File: src/design/usb_dma_pkg.sv
// Purpose: shared constants, states and carriers of the endpoint transmit DMA engine
// Assumes: 32-bit APB register bus, one 200 MHz clock
// Notes: descriptor fields and register offsets live here only
package usb_dma_pkg;
  // ----------------------------------------------------------------
  // channel layout
  // ----------------------------------------------------------------
  localparam int NUM_CH = 4; // transmit and receive channels each
  localparam logic [2:0] EP_BASE = 3'h1; // channel n serves endpoint n + 1
  // ----------------------------------------------------------------
  // register byte offsets
  // ----------------------------------------------------------------
  localparam logic [7:0] OFF_TX_HEAD = 8'h00; // head descriptor pointer, one word per channel
  localparam logic [7:0] OFF_TX_CUR = 8'h10; // current descriptor pointer, read only
  localparam logic [7:0] OFF_MODE = 8'h20; // bits 3:0 encapsulation mode per tx channel
  localparam logic [7:0] OFF_STATUS = 8'h24; // busy, active channel, armed channels
  localparam logic [7:0] OFF_RX_HEAD = 8'h30; // receive head pointers, one word per channel
  localparam logic [7:0] MODE_RST = 8'h00; // all channels transparent after reset
  // ----------------------------------------------------------------
  // descriptor layout
  // ----------------------------------------------------------------
  localparam logic [4:0] DESC_BEATS = 5'h04; // four words, sixteen bytes
  localparam logic [31:0] W3_BYTE_OFS = 32'h0000_000c; // byte offset of word 3
  localparam int BIT_PSTART = 31;
  localparam int BIT_PEND = 30;
  localparam int BIT_OWN = 29;
  localparam int BIT_QEND = 28;
  localparam int BIT_ZERO = 23;
  localparam logic [6:0] BURST_BYTES = 7'h40; // at most 64 bytes per burst
  localparam int LINE_WORDS = 16;
  // ----------------------------------------------------------------
  // engine states, gray coded in declaration order
  // ----------------------------------------------------------------
  typedef enum logic [3:0] {
    ST_IDLE = 4'h0, ST_LOAD = 4'h1, ST_DESC = 4'h3, ST_CHECK = 4'h2,
    ST_DREQ = 4'h6, ST_DRX = 4'h7, ST_DOUT = 4'h5, ST_ZLP = 4'h4,
    ST_DONE = 4'hc, ST_WB_OWN = 4'hd, ST_WB_QEND = 4'hf, ST_SAVE = 4'he
  } eng_state_e;
  // memory request: held until mem_gnt; reads return beats on mem_rvalid
  typedef struct packed {
    logic valid;
    logic we;
    logic [31:0] addr;
    logic [31:0] wdata;
    logic [4:0] beats;
  } mem_req_s;
  // byte towards an endpoint fifo
  typedef struct packed {
    logic valid;
    logic last;
    logic zlp;
    logic [2:0] ep;
    logic [7:0] data;
  } fifo_beat_s;
endpackage : usb_dma_pkg

File: src/design/usb_tx_dma.sv
// Purpose: descriptor-walking transmit DMA feeding the endpoint fifos
// Assumes: memory answers a read request with its beats in address order
// Notes: one shared engine serves the four transmit channels, lowest armed channel first
//
// The register offsets and the APB interface to the registers were chosen for this implementation.
`timescale 1ns/1ps
module usb_tx_dma
  import usb_dma_pkg::*;
(
  input wire logic pclk,
  input wire logic presetn,
  input wire logic psel,
  input wire logic penable,
  input wire logic pwrite,
  input wire logic [7:0] paddr,
  input wire logic [31:0] pwdata,
  output logic [31:0] prdata,
  output logic pready,
  output logic pslverr,
  output mem_req_s mem_req,
  input wire logic mem_gnt,
  input wire logic mem_rvalid,
  input wire logic [31:0] mem_rdata,
  output fifo_beat_s fifo_out,
  input wire logic [NUM_CH-1:0] fifo_ready
);
  // ----------------------------------------------------------------
  // declarations
  // ----------------------------------------------------------------
  eng_state_e state_ff; // engine state
  logic [1:0] chan_ff; // channel being served
  logic [31:0] dw_ff [DESC_BEATS]; // fetched descriptor words
  logic [31:0] sop_ptr_ff; // start descriptor of the current packet
  logic [31:0] sop_w3_ff; // its word 3 as fetched
  logic [31:0] buf_ptr_ff; // next byte address in the buffer
  logic [15:0] buf_left_ff; // bytes still to move from this buffer
  logic [15:0] pkt_left_ff; // bytes still allowed in this packet
  logic [4:0] beat_ff; // beat counter of a read burst
  logic [4:0] words_ff; // words in the current data burst
  logic [6:0] line_left_ff; // bytes of the burst not yet sent
  logic [5:0] byte_idx_ff; // byte position inside the line
  logic [31:0] line_ff [LINE_WORDS]; // one burst of buffer data
  logic [31:0] head_ff [NUM_CH]; // software head pointers
  logic [31:0] cur_ff [NUM_CH]; // saved current descriptor pointers
  logic [31:0] rx_head_ff [NUM_CH]; // receive channel head pointers
  logic [NUM_CH-1:0] armed_ff; // channel has a queue to walk
  logic [7:0] mode_ff; // per channel mode select
  logic [31:0] rdata_mux; // read data before the flop
  logic map_hit; // address decodes to a register
  logic apb_wr; // register write in the access phase
  logic issue; // a byte leaves towards the fifo this cycle
  logic zlp_issue; // an empty packet marker leaves this cycle
  logic [1:0] pick; // lowest armed channel
  logic [1:0] lane; // byte lane of the buffer pointer
  logic [6:0] room; // bytes left in a 64 byte burst window
  logic [6:0] take; // bytes that this burst will carry
  logic [7:0] span; // lane plus take plus rounding
  logic pkt_end; // current descriptor closes its packet
  logic [31:0] next_ptr; // word 0 of the current descriptor
  logic [15:0] eff_pkt; // packet budget seen by this buffer
  logic [15:0] eff_len; // bytes this buffer contributes
  logic [7:0] cur_byte; // byte selected from the line
  // ----------------------------------------------------------------
  // apb slave: zero wait states, error on unmapped offsets
  // ----------------------------------------------------------------
  assign apb_wr = psel & penable & pwrite & pready;
  // decode and read mux
  always_comb begin
    map_hit = 1'b1;
    rdata_mux = 32'h0000_0000;
    if (paddr[1:0] != 2'h0) begin
      map_hit = 1'b0;
    end else if (paddr[7:4] == OFF_TX_HEAD[7:4]) begin
      rdata_mux = head_ff[paddr[3:2]];
    end else if (paddr[7:4] == OFF_TX_CUR[7:4]) begin
      rdata_mux = cur_ff[paddr[3:2]];
    end else if (paddr[7:4] == OFF_RX_HEAD[7:4]) begin
      rdata_mux = rx_head_ff[paddr[3:2]];
    end else if (paddr == OFF_MODE) begin
      rdata_mux = {24'h00_0000, mode_ff};
    end else if (paddr == OFF_STATUS) begin
      rdata_mux = {16'h0000, state_ff != ST_IDLE, 5'h00, chan_ff, 4'h0, armed_ff};
    end else begin
      map_hit = 1'b0;
    end
  end
  // answer is prepared in the setup cycle so the access phase ends at once
  always_ff @(posedge pclk or negedge presetn) begin
    if (!presetn) begin
      prdata <= 32'h0000_0000;
      pready <= 1'b0;
      pslverr <= 1'b0;
    end else begin
      pready <= psel & ~penable;
      pslverr <= psel & ~penable & ~map_hit;
      prdata <= (psel & ~penable & ~pwrite) ? rdata_mux : 32'h0000_0000;
    end
  end
  // mode register: a set bit selects encapsulation for that channel
  always_ff @(posedge pclk or negedge presetn) begin
    if (!presetn) begin
      mode_ff <= MODE_RST;
    end else if (apb_wr && !pslverr && paddr == OFF_MODE) begin
      mode_ff <= pwdata[7:0];
    end
  end
  // ----------------------------------------------------------------
  // per channel queue state
  // ----------------------------------------------------------------
  // four channel slots each way
  for (genvar i = 0; i < NUM_CH; i++) begin : g_ch
    always_ff @(posedge pclk or negedge presetn) begin
      if (!presetn) begin
        head_ff[i] <= 32'h0000_0000;
        cur_ff[i] <= 32'h0000_0000;
        rx_head_ff[i] <= 32'h0000_0000;
        armed_ff[i] <= 1'b0;
      end else if (apb_wr && !pslverr && paddr == (OFF_TX_HEAD + 8'(4 * i))) begin
        // a new head restarts the queue; it wins over a save in the same cycle
        head_ff[i] <= pwdata;
        cur_ff[i] <= pwdata;
        armed_ff[i] <= pwdata != 32'h0000_0000;
      end else if (apb_wr && !pslverr && paddr == (OFF_RX_HEAD + 8'(4 * i))) begin
        rx_head_ff[i] <= pwdata;
      end else if (state_ff == ST_SAVE && chan_ff == 2'(i)) begin
        // zero next pointer parks the channel
        cur_ff[i] <= next_ptr;
        armed_ff[i] <= next_ptr != 32'h0000_0000;
      end else if (state_ff == ST_CHECK && chan_ff == 2'(i) && dw_ff[3][BIT_PSTART] && !dw_ff[3][BIT_OWN]) begin
        // packet not owned by the engine: stop
        armed_ff[i] <= 1'b0;
      end
    end
  end
  // ----------------------------------------------------------------
  // burst sizing and descriptor fields
  // ----------------------------------------------------------------
  always_comb begin
    pick = 2'h0;
    for (int k = NUM_CH - 1; k >= 0; k--) begin
      if (armed_ff[k]) begin
        pick = 2'(k);
      end
    end
  end
  // word 0 links to the next descriptor
  assign next_ptr = dw_ff[0];
  // packet delimited by the end flag
  assign pkt_end = dw_ff[3][BIT_PEND];
  assign lane = buf_ptr_ff[1:0];
  // burst window never passes 64 bytes
  assign room = BURST_BYTES - {5'h00, lane};
  assign take = (buf_left_ff < {9'h000, room}) ? buf_left_ff[6:0] : room;
  assign span = {6'h00, lane} + {1'b0, take} + 8'h03;
  // buffer clipped to the packet budget
  assign eff_pkt = dw_ff[3][BIT_PSTART] ? dw_ff[3][15:0] : pkt_left_ff;
  // buffer length counts valid bytes only
  assign eff_len = (dw_ff[2][15:0] < eff_pkt) ? dw_ff[2][15:0] : eff_pkt;
  assign cur_byte = line_ff[byte_idx_ff[5:2]][8 * byte_idx_ff[1:0] +: 8];
  assign issue = state_ff == ST_DOUT && (!fifo_out.valid || fifo_ready[chan_ff]);
  assign zlp_issue = state_ff == ST_ZLP && (!fifo_out.valid || fifo_ready[chan_ff]);
  // ----------------------------------------------------------------
  // engine sequencer
  // ----------------------------------------------------------------
  always_ff @(posedge pclk or negedge presetn) begin
    if (!presetn) begin
      state_ff <= ST_IDLE;
      chan_ff <= 2'h0;
      beat_ff <= 5'h00;
    end else begin
      case (state_ff)
        // pick the lowest armed channel
        ST_IDLE: begin
          if (armed_ff != '0) begin
            chan_ff <= pick;
            state_ff <= ST_LOAD;
          end
        end
        ST_LOAD: begin
          beat_ff <= 5'h00;
          state_ff <= ST_DESC;
        end
        ST_DESC: begin
          if (mem_rvalid) begin
            beat_ff <= beat_ff + 5'h01;
            if (beat_ff == DESC_BEATS - 5'h01) begin
              state_ff <= ST_CHECK;
            end
          end
        end
        // zero-byte descriptor skips the data fetch
        ST_CHECK: begin
          if (dw_ff[3][BIT_PSTART] && !dw_ff[3][BIT_OWN]) begin
            state_ff <= ST_IDLE;
          end else if (dw_ff[3][BIT_ZERO]) begin
            state_ff <= ST_ZLP;
          end else begin
            state_ff <= ST_DREQ;
          end
        end
        ST_DREQ: begin
          beat_ff <= 5'h00;
          state_ff <= (buf_left_ff == 16'h0000) ? ST_DONE : ST_DRX;
        end
        ST_DRX: begin
          if (mem_rvalid) begin
            beat_ff <= beat_ff + 5'h01;
            if (beat_ff == words_ff - 5'h01) begin
              state_ff <= ST_DOUT;
            end
          end
        end
        ST_DOUT: begin
          if (issue && line_left_ff == 7'h01) begin
            state_ff <= ST_DREQ;
          end
        end
        ST_ZLP: begin
          if (zlp_issue) begin
            state_ff <= ST_DONE;
          end
        end
        // stay on the channel until the packet closes
        ST_DONE: begin
          state_ff <= pkt_end ? ST_WB_OWN : ST_SAVE;
        end
        ST_WB_OWN: begin
          if (mem_gnt) begin
            state_ff <= (next_ptr == 32'h0000_0000) ? ST_WB_QEND : ST_SAVE;
          end
        end
        ST_WB_QEND: begin
          if (mem_gnt) begin
            state_ff <= ST_SAVE;
          end
        end
        ST_SAVE: begin
          state_ff <= (!pkt_end && next_ptr != 32'h0000_0000) ? ST_LOAD : ST_IDLE;
        end
        default: begin
          state_ff <= ST_IDLE;
        end
      endcase
    end
  end
  // descriptor words and line buffer capture
  always_ff @(posedge pclk) begin
    if (state_ff == ST_DESC && mem_rvalid) begin
      dw_ff[beat_ff[1:0]] <= mem_rdata;
    end
    if (state_ff == ST_DRX && mem_rvalid) begin
      line_ff[beat_ff[3:0]] <= mem_rdata;
    end
  end
  // buffer and packet counters
  always_ff @(posedge pclk or negedge presetn) begin
    if (!presetn) begin
      sop_ptr_ff <= 32'h0000_0000;
      sop_w3_ff <= 32'h0000_0000;
      buf_ptr_ff <= 32'h0000_0000;
      buf_left_ff <= 16'h0000;
      pkt_left_ff <= 16'h0000;
      words_ff <= 5'h00;
      line_left_ff <= 7'h00;
      byte_idx_ff <= 6'h00;
    end else if (state_ff == ST_CHECK) begin
      if (dw_ff[3][BIT_PSTART]) begin
        sop_ptr_ff <= cur_ff[chan_ff];
        sop_w3_ff <= dw_ff[3];
      end
      // data starts past the skipped bytes
      buf_ptr_ff <= dw_ff[1] + (dw_ff[3][BIT_PSTART] ? {16'h0000, dw_ff[2][31:16]} : 32'h0000_0000);
      buf_left_ff <= dw_ff[3][BIT_ZERO] ? 16'h0000 : eff_len;
      pkt_left_ff <= dw_ff[3][BIT_ZERO] ? eff_pkt : eff_pkt - eff_len;
    end else if (state_ff == ST_DREQ) begin
      words_ff <= span[6:2];
      line_left_ff <= take;
      byte_idx_ff <= {4'h0, lane};
    end else if (issue) begin
      buf_ptr_ff <= buf_ptr_ff + 32'h0000_0001;
      buf_left_ff <= buf_left_ff - 16'h0001;
      line_left_ff <= line_left_ff - 7'h01;
      byte_idx_ff <= byte_idx_ff + 6'h01;
    end
  end
  // ----------------------------------------------------------------
  // memory request port
  // ----------------------------------------------------------------
  always_ff @(posedge pclk or negedge presetn) begin
    if (!presetn) begin
      mem_req <= '0;
    end else if (mem_req.valid && !mem_gnt) begin
      mem_req <= mem_req; // held until granted
    end else if (state_ff == ST_LOAD) begin
      mem_req <= '{valid: 1'b1, we: 1'b0, addr: {cur_ff[chan_ff][31:2], 2'h0}, wdata: 32'h0000_0000, beats: DESC_BEATS};
    end else if (state_ff == ST_DREQ && buf_left_ff != 16'h0000) begin
      mem_req <= '{valid: 1'b1, we: 1'b0, addr: {buf_ptr_ff[31:2], 2'h0}, wdata: 32'h0000_0000, beats: span[6:2]};
    end else if (state_ff == ST_DONE && pkt_end) begin
      // hand the packet back to software
      mem_req <= '{valid: 1'b1, we: 1'b1, addr: sop_ptr_ff + W3_BYTE_OFS,
                   wdata: sop_w3_ff & ~(32'h1 << BIT_OWN), beats: 5'h01};
    end else if (state_ff == ST_WB_OWN && mem_gnt && next_ptr == 32'h0000_0000) begin
      // mark the last end descriptor; keep ownership cleared if it is the start too
      mem_req <= '{valid: 1'b1, we: 1'b1, addr: cur_ff[chan_ff] + W3_BYTE_OFS,
                   wdata: (cur_ff[chan_ff] == sop_ptr_ff ? dw_ff[3] & ~(32'h1 << BIT_OWN) : dw_ff[3])
                          | (32'h1 << BIT_QEND), beats: 5'h01};
    end else begin
      mem_req <= '0;
    end
  end
  // ----------------------------------------------------------------
  // endpoint fifo output
  // ----------------------------------------------------------------
  always_ff @(posedge pclk or negedge presetn) begin
    if (!presetn) begin
      fifo_out <= '0;
    end else if (issue || zlp_issue) begin
      fifo_out.valid <= 1'b1;
      fifo_out.zlp <= zlp_issue;
      // endpoint is channel plus one, never zero
      fifo_out.ep <= {1'b0, chan_ff} + EP_BASE;
      fifo_out.data <= zlp_issue ? 8'h00 : cur_byte;
      // encapsulation mode marks only the end of the whole chain
      fifo_out.last <= (zlp_issue || buf_left_ff == 16'h0001) && (pkt_end || pkt_left_ff == 16'h0000)
                       && (!mode_ff[chan_ff] || next_ptr == 32'h0000_0000);
    end else if (fifo_ready[chan_ff]) begin
      fifo_out.valid <= 1'b0;
    end
  end
  // ----------------------------------------------------------------
  // checks
  // ----------------------------------------------------------------
  AST_BURST_MAX: assert property (@(posedge pclk) disable iff (!presetn)
    mem_req.valid && !mem_req.we |-> mem_req.beats <= 5'h10 && mem_req.beats != 5'h00)
    else $error("read burst longer than 64 bytes");
  AST_EP_MAP: assert property (@(posedge pclk) disable iff (!presetn)
    issue |=> fifo_out.ep == {1'b0, $past(chan_ff)} + 3'h1)
    else $error("byte sent to the wrong endpoint");
  AST_NO_EP0: assert property (@(posedge pclk) disable iff (!presetn)
    fifo_out.valid |-> fifo_out.ep != 3'h0)
    else $error("traffic on endpoint zero");
  AST_DESC_FETCH: assert property (@(posedge pclk) disable iff (!presetn)
    state_ff == ST_LOAD |=> mem_req.valid && mem_req.beats == 5'h04 && mem_req.addr[1:0] == 2'h0)
    else $error("descriptor fetch not issued after parameter load");
  AST_OWN_CLEAR: assert property (@(posedge pclk) disable iff (!presetn)
    state_ff == ST_WB_OWN && mem_req.valid |-> mem_req.we && !mem_req.wdata[29]
    && mem_req.addr == sop_ptr_ff + 32'h0000_000c)
    else $error("ownership not cleared in start descriptor");
  AST_QEND_SET: assert property (@(posedge pclk) disable iff (!presetn)
    state_ff == ST_WB_QEND && mem_req.valid |-> mem_req.wdata[28] && mem_req.wdata[30])
    else $error("queue end flag missing");
  AST_ZLP_NOFETCH: assert property (@(posedge pclk) disable iff (!presetn)
    state_ff == ST_CHECK && dw_ff[3][23] && !(dw_ff[3][31] && !dw_ff[3][29])
    |=> state_ff == ST_ZLP ##0 !mem_req.valid)
    else $error("zero-byte descriptor fetched data");
  AST_TRUNC: assert property (@(posedge pclk) disable iff (!presetn)
    state_ff == ST_CHECK && !dw_ff[3][23] |=> buf_left_ff <= $past(eff_pkt) && buf_left_ff <= $past(dw_ff[2][15:0]))
    else $error("buffer exceeds packet budget");
  AST_OFFSET: assert property (@(posedge pclk) disable iff (!presetn)
    state_ff == ST_CHECK && dw_ff[3][31] |=> buf_ptr_ff == $past(dw_ff[1]) + {16'h0000, $past(dw_ff[2][31:16])})
    else $error("leading byte offset not applied");
  AST_STOP: assert property (@(posedge pclk) disable iff (!presetn)
    state_ff == ST_SAVE && next_ptr == 32'h0000_0000 && !apb_wr |=> !armed_ff[$past(chan_ff)])
    else $error("channel kept running past a zero next pointer");
endmodule : usb_tx_dma

File: config.mk
export PLATFORM = sky130hd
export DESIGN_NAME = usb_tx_dma
export DESIGN_NICKNAME = d
export VERILOG_FILES = /design/src/design/usb_dma_pkg.sv /design/src/design/usb_tx_dma.sv
export SDC_FILE = /design/constraint.sdc
export NUM_CORES = 2
export LEC_CHECK = 0
export BUFFER_PORTS_ARGS = -buffer_cell sky130_fd_sc_hd__buf_4
export CELL_PAD_IN_SITES_DETAIL_PLACEMENT = 0
export CELL_PAD_IN_SITES_GLOBAL_PLACEMENT = 1
export CORE_ASPECT_RATIO = 0.6
export CORE_MARGIN = 2
export CORE_UTILIZATION = 52
export CTS_BUF_LIST = sky130_fd_sc_hd__clkbuf_16
export DETAILED_ROUTE_END_ITERATION = 8
export PLACE_DENSITY = 0.88
export SLEW_MARGIN = 20
export SYNTH_ARGS = -nofsm -noshare
export SYNTH_HDL_FRONTEND = slang
export SYNTH_SLANG_ARGS = --single-unit
export TNS_END_PERCENT = 1
File: constraint.sdc
create_clock -name pclk -period 5.6 [get_ports pclk]
set_input_delay 0.28 -clock pclk [delete_from_list [all_inputs] [get_ports pclk]]
set_output_delay 0.28 -clock pclk [all_outputs]
set_load 0.005 [all_outputs]
==> results.md <==
- Status: finished clean
- Post-CTS Hold Buffers: 71
- Unrepaired setup endpoints after global routing: no
- Post-synth top area share: approximately a third
- Tmin final: 5195 ps
- Period utilization: 92.77%
- Critical R2R Launch: dw_ff[3][31]
- Die Span Y: 265.7 um
- Net count after synthesis: around 4600
- VDD IR-drop max: 293.0 uV
- Register area share after synthesis: 60.67%
- Most Crowded Layer GR: met1
- Detailed Routing Iterations Pass 1: 7
- Final Util: 59.57%
- Slew headroom: 20.67%
- Number of buffers added on ports: 201
- Routed len/inst: between 20 and 30 um
- Synth cell types: 82
- Area delta synth->final: 12.96%
- Post-synth ARST share: 51.18%
- GP Congestion: 0.9401
- Maximum Capacitance Violations: 0
- Clock sinks: ~1300
- Worst Clk Skew: 53.26 ps
- Die W: 440.2 um
- Initial antenna violation count: 10
- Total Wirelength: 179800 um
- Met2 Use GR: 42.36%
- Final HPWL from detailed placement: 114000 um
- Syn_area_per_cell: about 13 um^2
- Number of cells on the worst reg-to-reg path: 20
- Crit-path max FO: 14
- Worst-margin pin slew: between 1000 and 1500 ps
- Vias in the first global route: between 30000 and 40000
- H-tree level count: 3
- Core outline area: around 0.11 mm^2
- Slew Viols, Final: 0
- Detail Route Antenna Nets: 0
- Commonest non-fill, non-tap cell in the layout: nand2_1
- Share of post-route cells with drive strength above 1: 22.16%
- HP Class: primary input to async pin
- Leading area contributor after synthesis: edfxtp_1
- Multi-input gate area: 0.02197 mm^2
- Total CTS buffers: about 120
- Slowest stage delay, CP: around 510 ps
- Number of DRC markers in iteration 0: 5566
- Worst-path clk slew: 70 ps
- Storage element area: 0.03602 mm^2
- First-pass GRT wire length: 265200 um
- Largest net degree at the start of global routing: approximately 160
- # rows: 95
- Met3 global-route usage: 9.865%
- Setup Buffers After CTS: 0
- FF+latch count, synth: 1311
- Most area-consuming cells after synthesis: edfxtp_1, dfrtp_1, mux4_2
- Starting Density: between 50% and 60%
- Clock Tree Buf Depth: 3
- # IOs: 202
- Clock Tree Root: clkbuf_16
- CTS tree: done
- Gr usage total: 30.93%
- Synthesized area: 0.05936 mm^2
- DRC: 0
- Vias: 40200
- Final hold violation count: 0
- Mapped Cells: between 4000 and 5000
- Post-synth EDFFs: 640
- Power per cell area: 414.0 mW/mm^2
- P_leak: 27.17 nW
- Die area: 0.1170 mm^2
- CP endpoint kind: register
- Setup violators final: 0
- Startpoint types: register
- Critical path's slowest cell: o31ai_1
- Critical path cell sequence: buf_4 > mux2_2 > inv_1 > ha_1 > a21oi_1 > nand2_1 > a2111o_1 > a21oi_1 > o21ai_2 > buf_4 > mux2i_1 > ha_1 > a21oi_1 > o21ai_0 > a21oi_1 > o31ai_1 > and4_1 > o31ai_1 > a221oi_1 > a311oi_1
- Final setup TNS: 0 ps
- Vias per cell: about 6.5
- GR Overflow Total: 0
- Yosys warning count: 0
- Highest Clock Rate: 192.5 MHz
- Nets: around 4800
- Top FF cell, synth: dfrtp_1
- Worst endpoint data arrival time: 5870 ps
- CTS-repair resized insts: 0
- Crit-path most repeated cell: a21oi_1
- CP required: roughly 6300 ps
- Number of fill cells: 8629
- Clk_lat worst skew: 780 ps
- Critical Path Start: dw_ff[3][31]
- Met1 global-route usage: 47.15%
- Crit Path Class: register to register
- Most frequent cells in the layout: nand2_1, dfrtp_1, edfxtp_1, mux4_2, nor2_1
state kept, by name, indices dropped and copies added (netlist names), 6 cells and up:
signal,count
line_ff,512
cur_ff,128
dw_ff,128
head_ff,128
rx_head_ff,128
mem_req,71
buf_ptr_ff,32
prdata,32
sop_ptr_ff,32
sop_w3_ff,31
buf_left_ff,16
pkt_left_ff,16
fifo_out,14
mode_ff,8
line_left_ff,7
byte_idx_ff,6
cell type report:
cell class                 count  area share [%]
inverter                      93          0.5206
timing repair buffer         362           4.518
antenna                        6         0.02239
sequential                  1311           53.72
clock buffer                 116           4.329
tap                         1503           2.805
clock inverter               105           1.314
multi-input combinational   2724           32.77
layer usage:
metal / wire length [um] / share of wire [%] / vias up
met3: 24410 / 14 / 331
li1: - / - / 16860
met2: 75160 / 42 / 2542
met5: 27 / 0.015 / -
met1: 74700 / 42 / 20470
met4: 5451 / 3.0 / 4
worst max-delay path: cells and delay by family, from the launching register on:
kind                     cells  cell delay, ps
buffers and inverters        3             580
AO/OA/AOI/OAI               11            2680
flip-flops                   1             370
adder cells (fa/ha/maj)      2             560
AND/OR/NAND/NOR              2             300
multiplexers                 2             620
stage by stage:
step / hold WS, ps / total power, mW / worst slack [ps] / instance area, um^2 / instances
2_1_floorplan: -15.59 / 16.86 / 535.7 / 59360 / 4418
5_1_grt: 148.0 / 28.86 / 35.97 / 67040 / 6214
4_1_cts: 112.3 / 27.61 / 489.2 / 66970 / 6211
6_report: 122.2 / 27.76 / 404.7 / 67050 / 6220
3_5_place_dp: 343.3 / 19.55 / 536.1 / 62470 / 5919
3_3_place_gp: 336.8 / 19.38 / 551.6 / 62470 / 5919
where the power goes:
part           switching, mW  internal, mW
clock                   3.80          4.30
sequential              1.22          11.0
combinational           4.22          3.17
cell usage after synthesis, types with 7 or more instances:
cell type / number
a211oi_1: 13
a21o_1: 12
a21oi_1: 109
a221oi_1: 25
a222oi_1: 37
a22o_1: 11
a22oi_1: 24
a31oi_1: 142
and2_1: 28
and3_1: 27
and4_1: 14
buf_1: 36
buf_2: 47
buf_6: 12
clkbuf_1: 178
clkbuf_2: 14
dfrtp_1: 671
edfxtp_1: 640
ha_1: 72
inv_1: 91
mux2_2: 226
mux2i_1: 23
mux4_2: 295
nand2_1: 685
nand2b_1: 19
nand3_1: 55
nand4_1: 48
nor2_1: 302
nor2b_1: 9
nor3_1: 46
nor4_1: 31
o211ai_1: 7
o21a_1: 21
o21ai_0: 124
o221ai_1: 11
o22ai_1: 29
o31ai_1: 7
or2_2: 7
or3_1: 14
xnor2_1: 105
xor2_1: 74
worst paths after layout:
| path | to | slack [ps] |
|---|---|---|
| worst min-delay path | mem_req[55] | 120 |
| worst max register to register | pkt_left_ff[15] | 400 |
| worst max-delay path | pkt_left_ff[15] | 400 |
| worst min register to register | head_ff[32] | 470 |
| max in group asynchronous | head_ff[68] | 4040 |
| min in group pclk | state_ff[3] | 150 |
cell families (layout without fill, tap and decap cells):
kind of cell,after synthesis,after routing,synth area share (%)
flops,1311,1311,60.67
simple gates,1307,1307,9.637
compound gates,619,619,6.825
mux,544,544,15.87
buf+inv,383,676,2.742
xor+xnor,179,179,2.641
fa+ha+maj,75,75,1.619
other cells,0,6,0
Power figures use the tool's default switching activity.
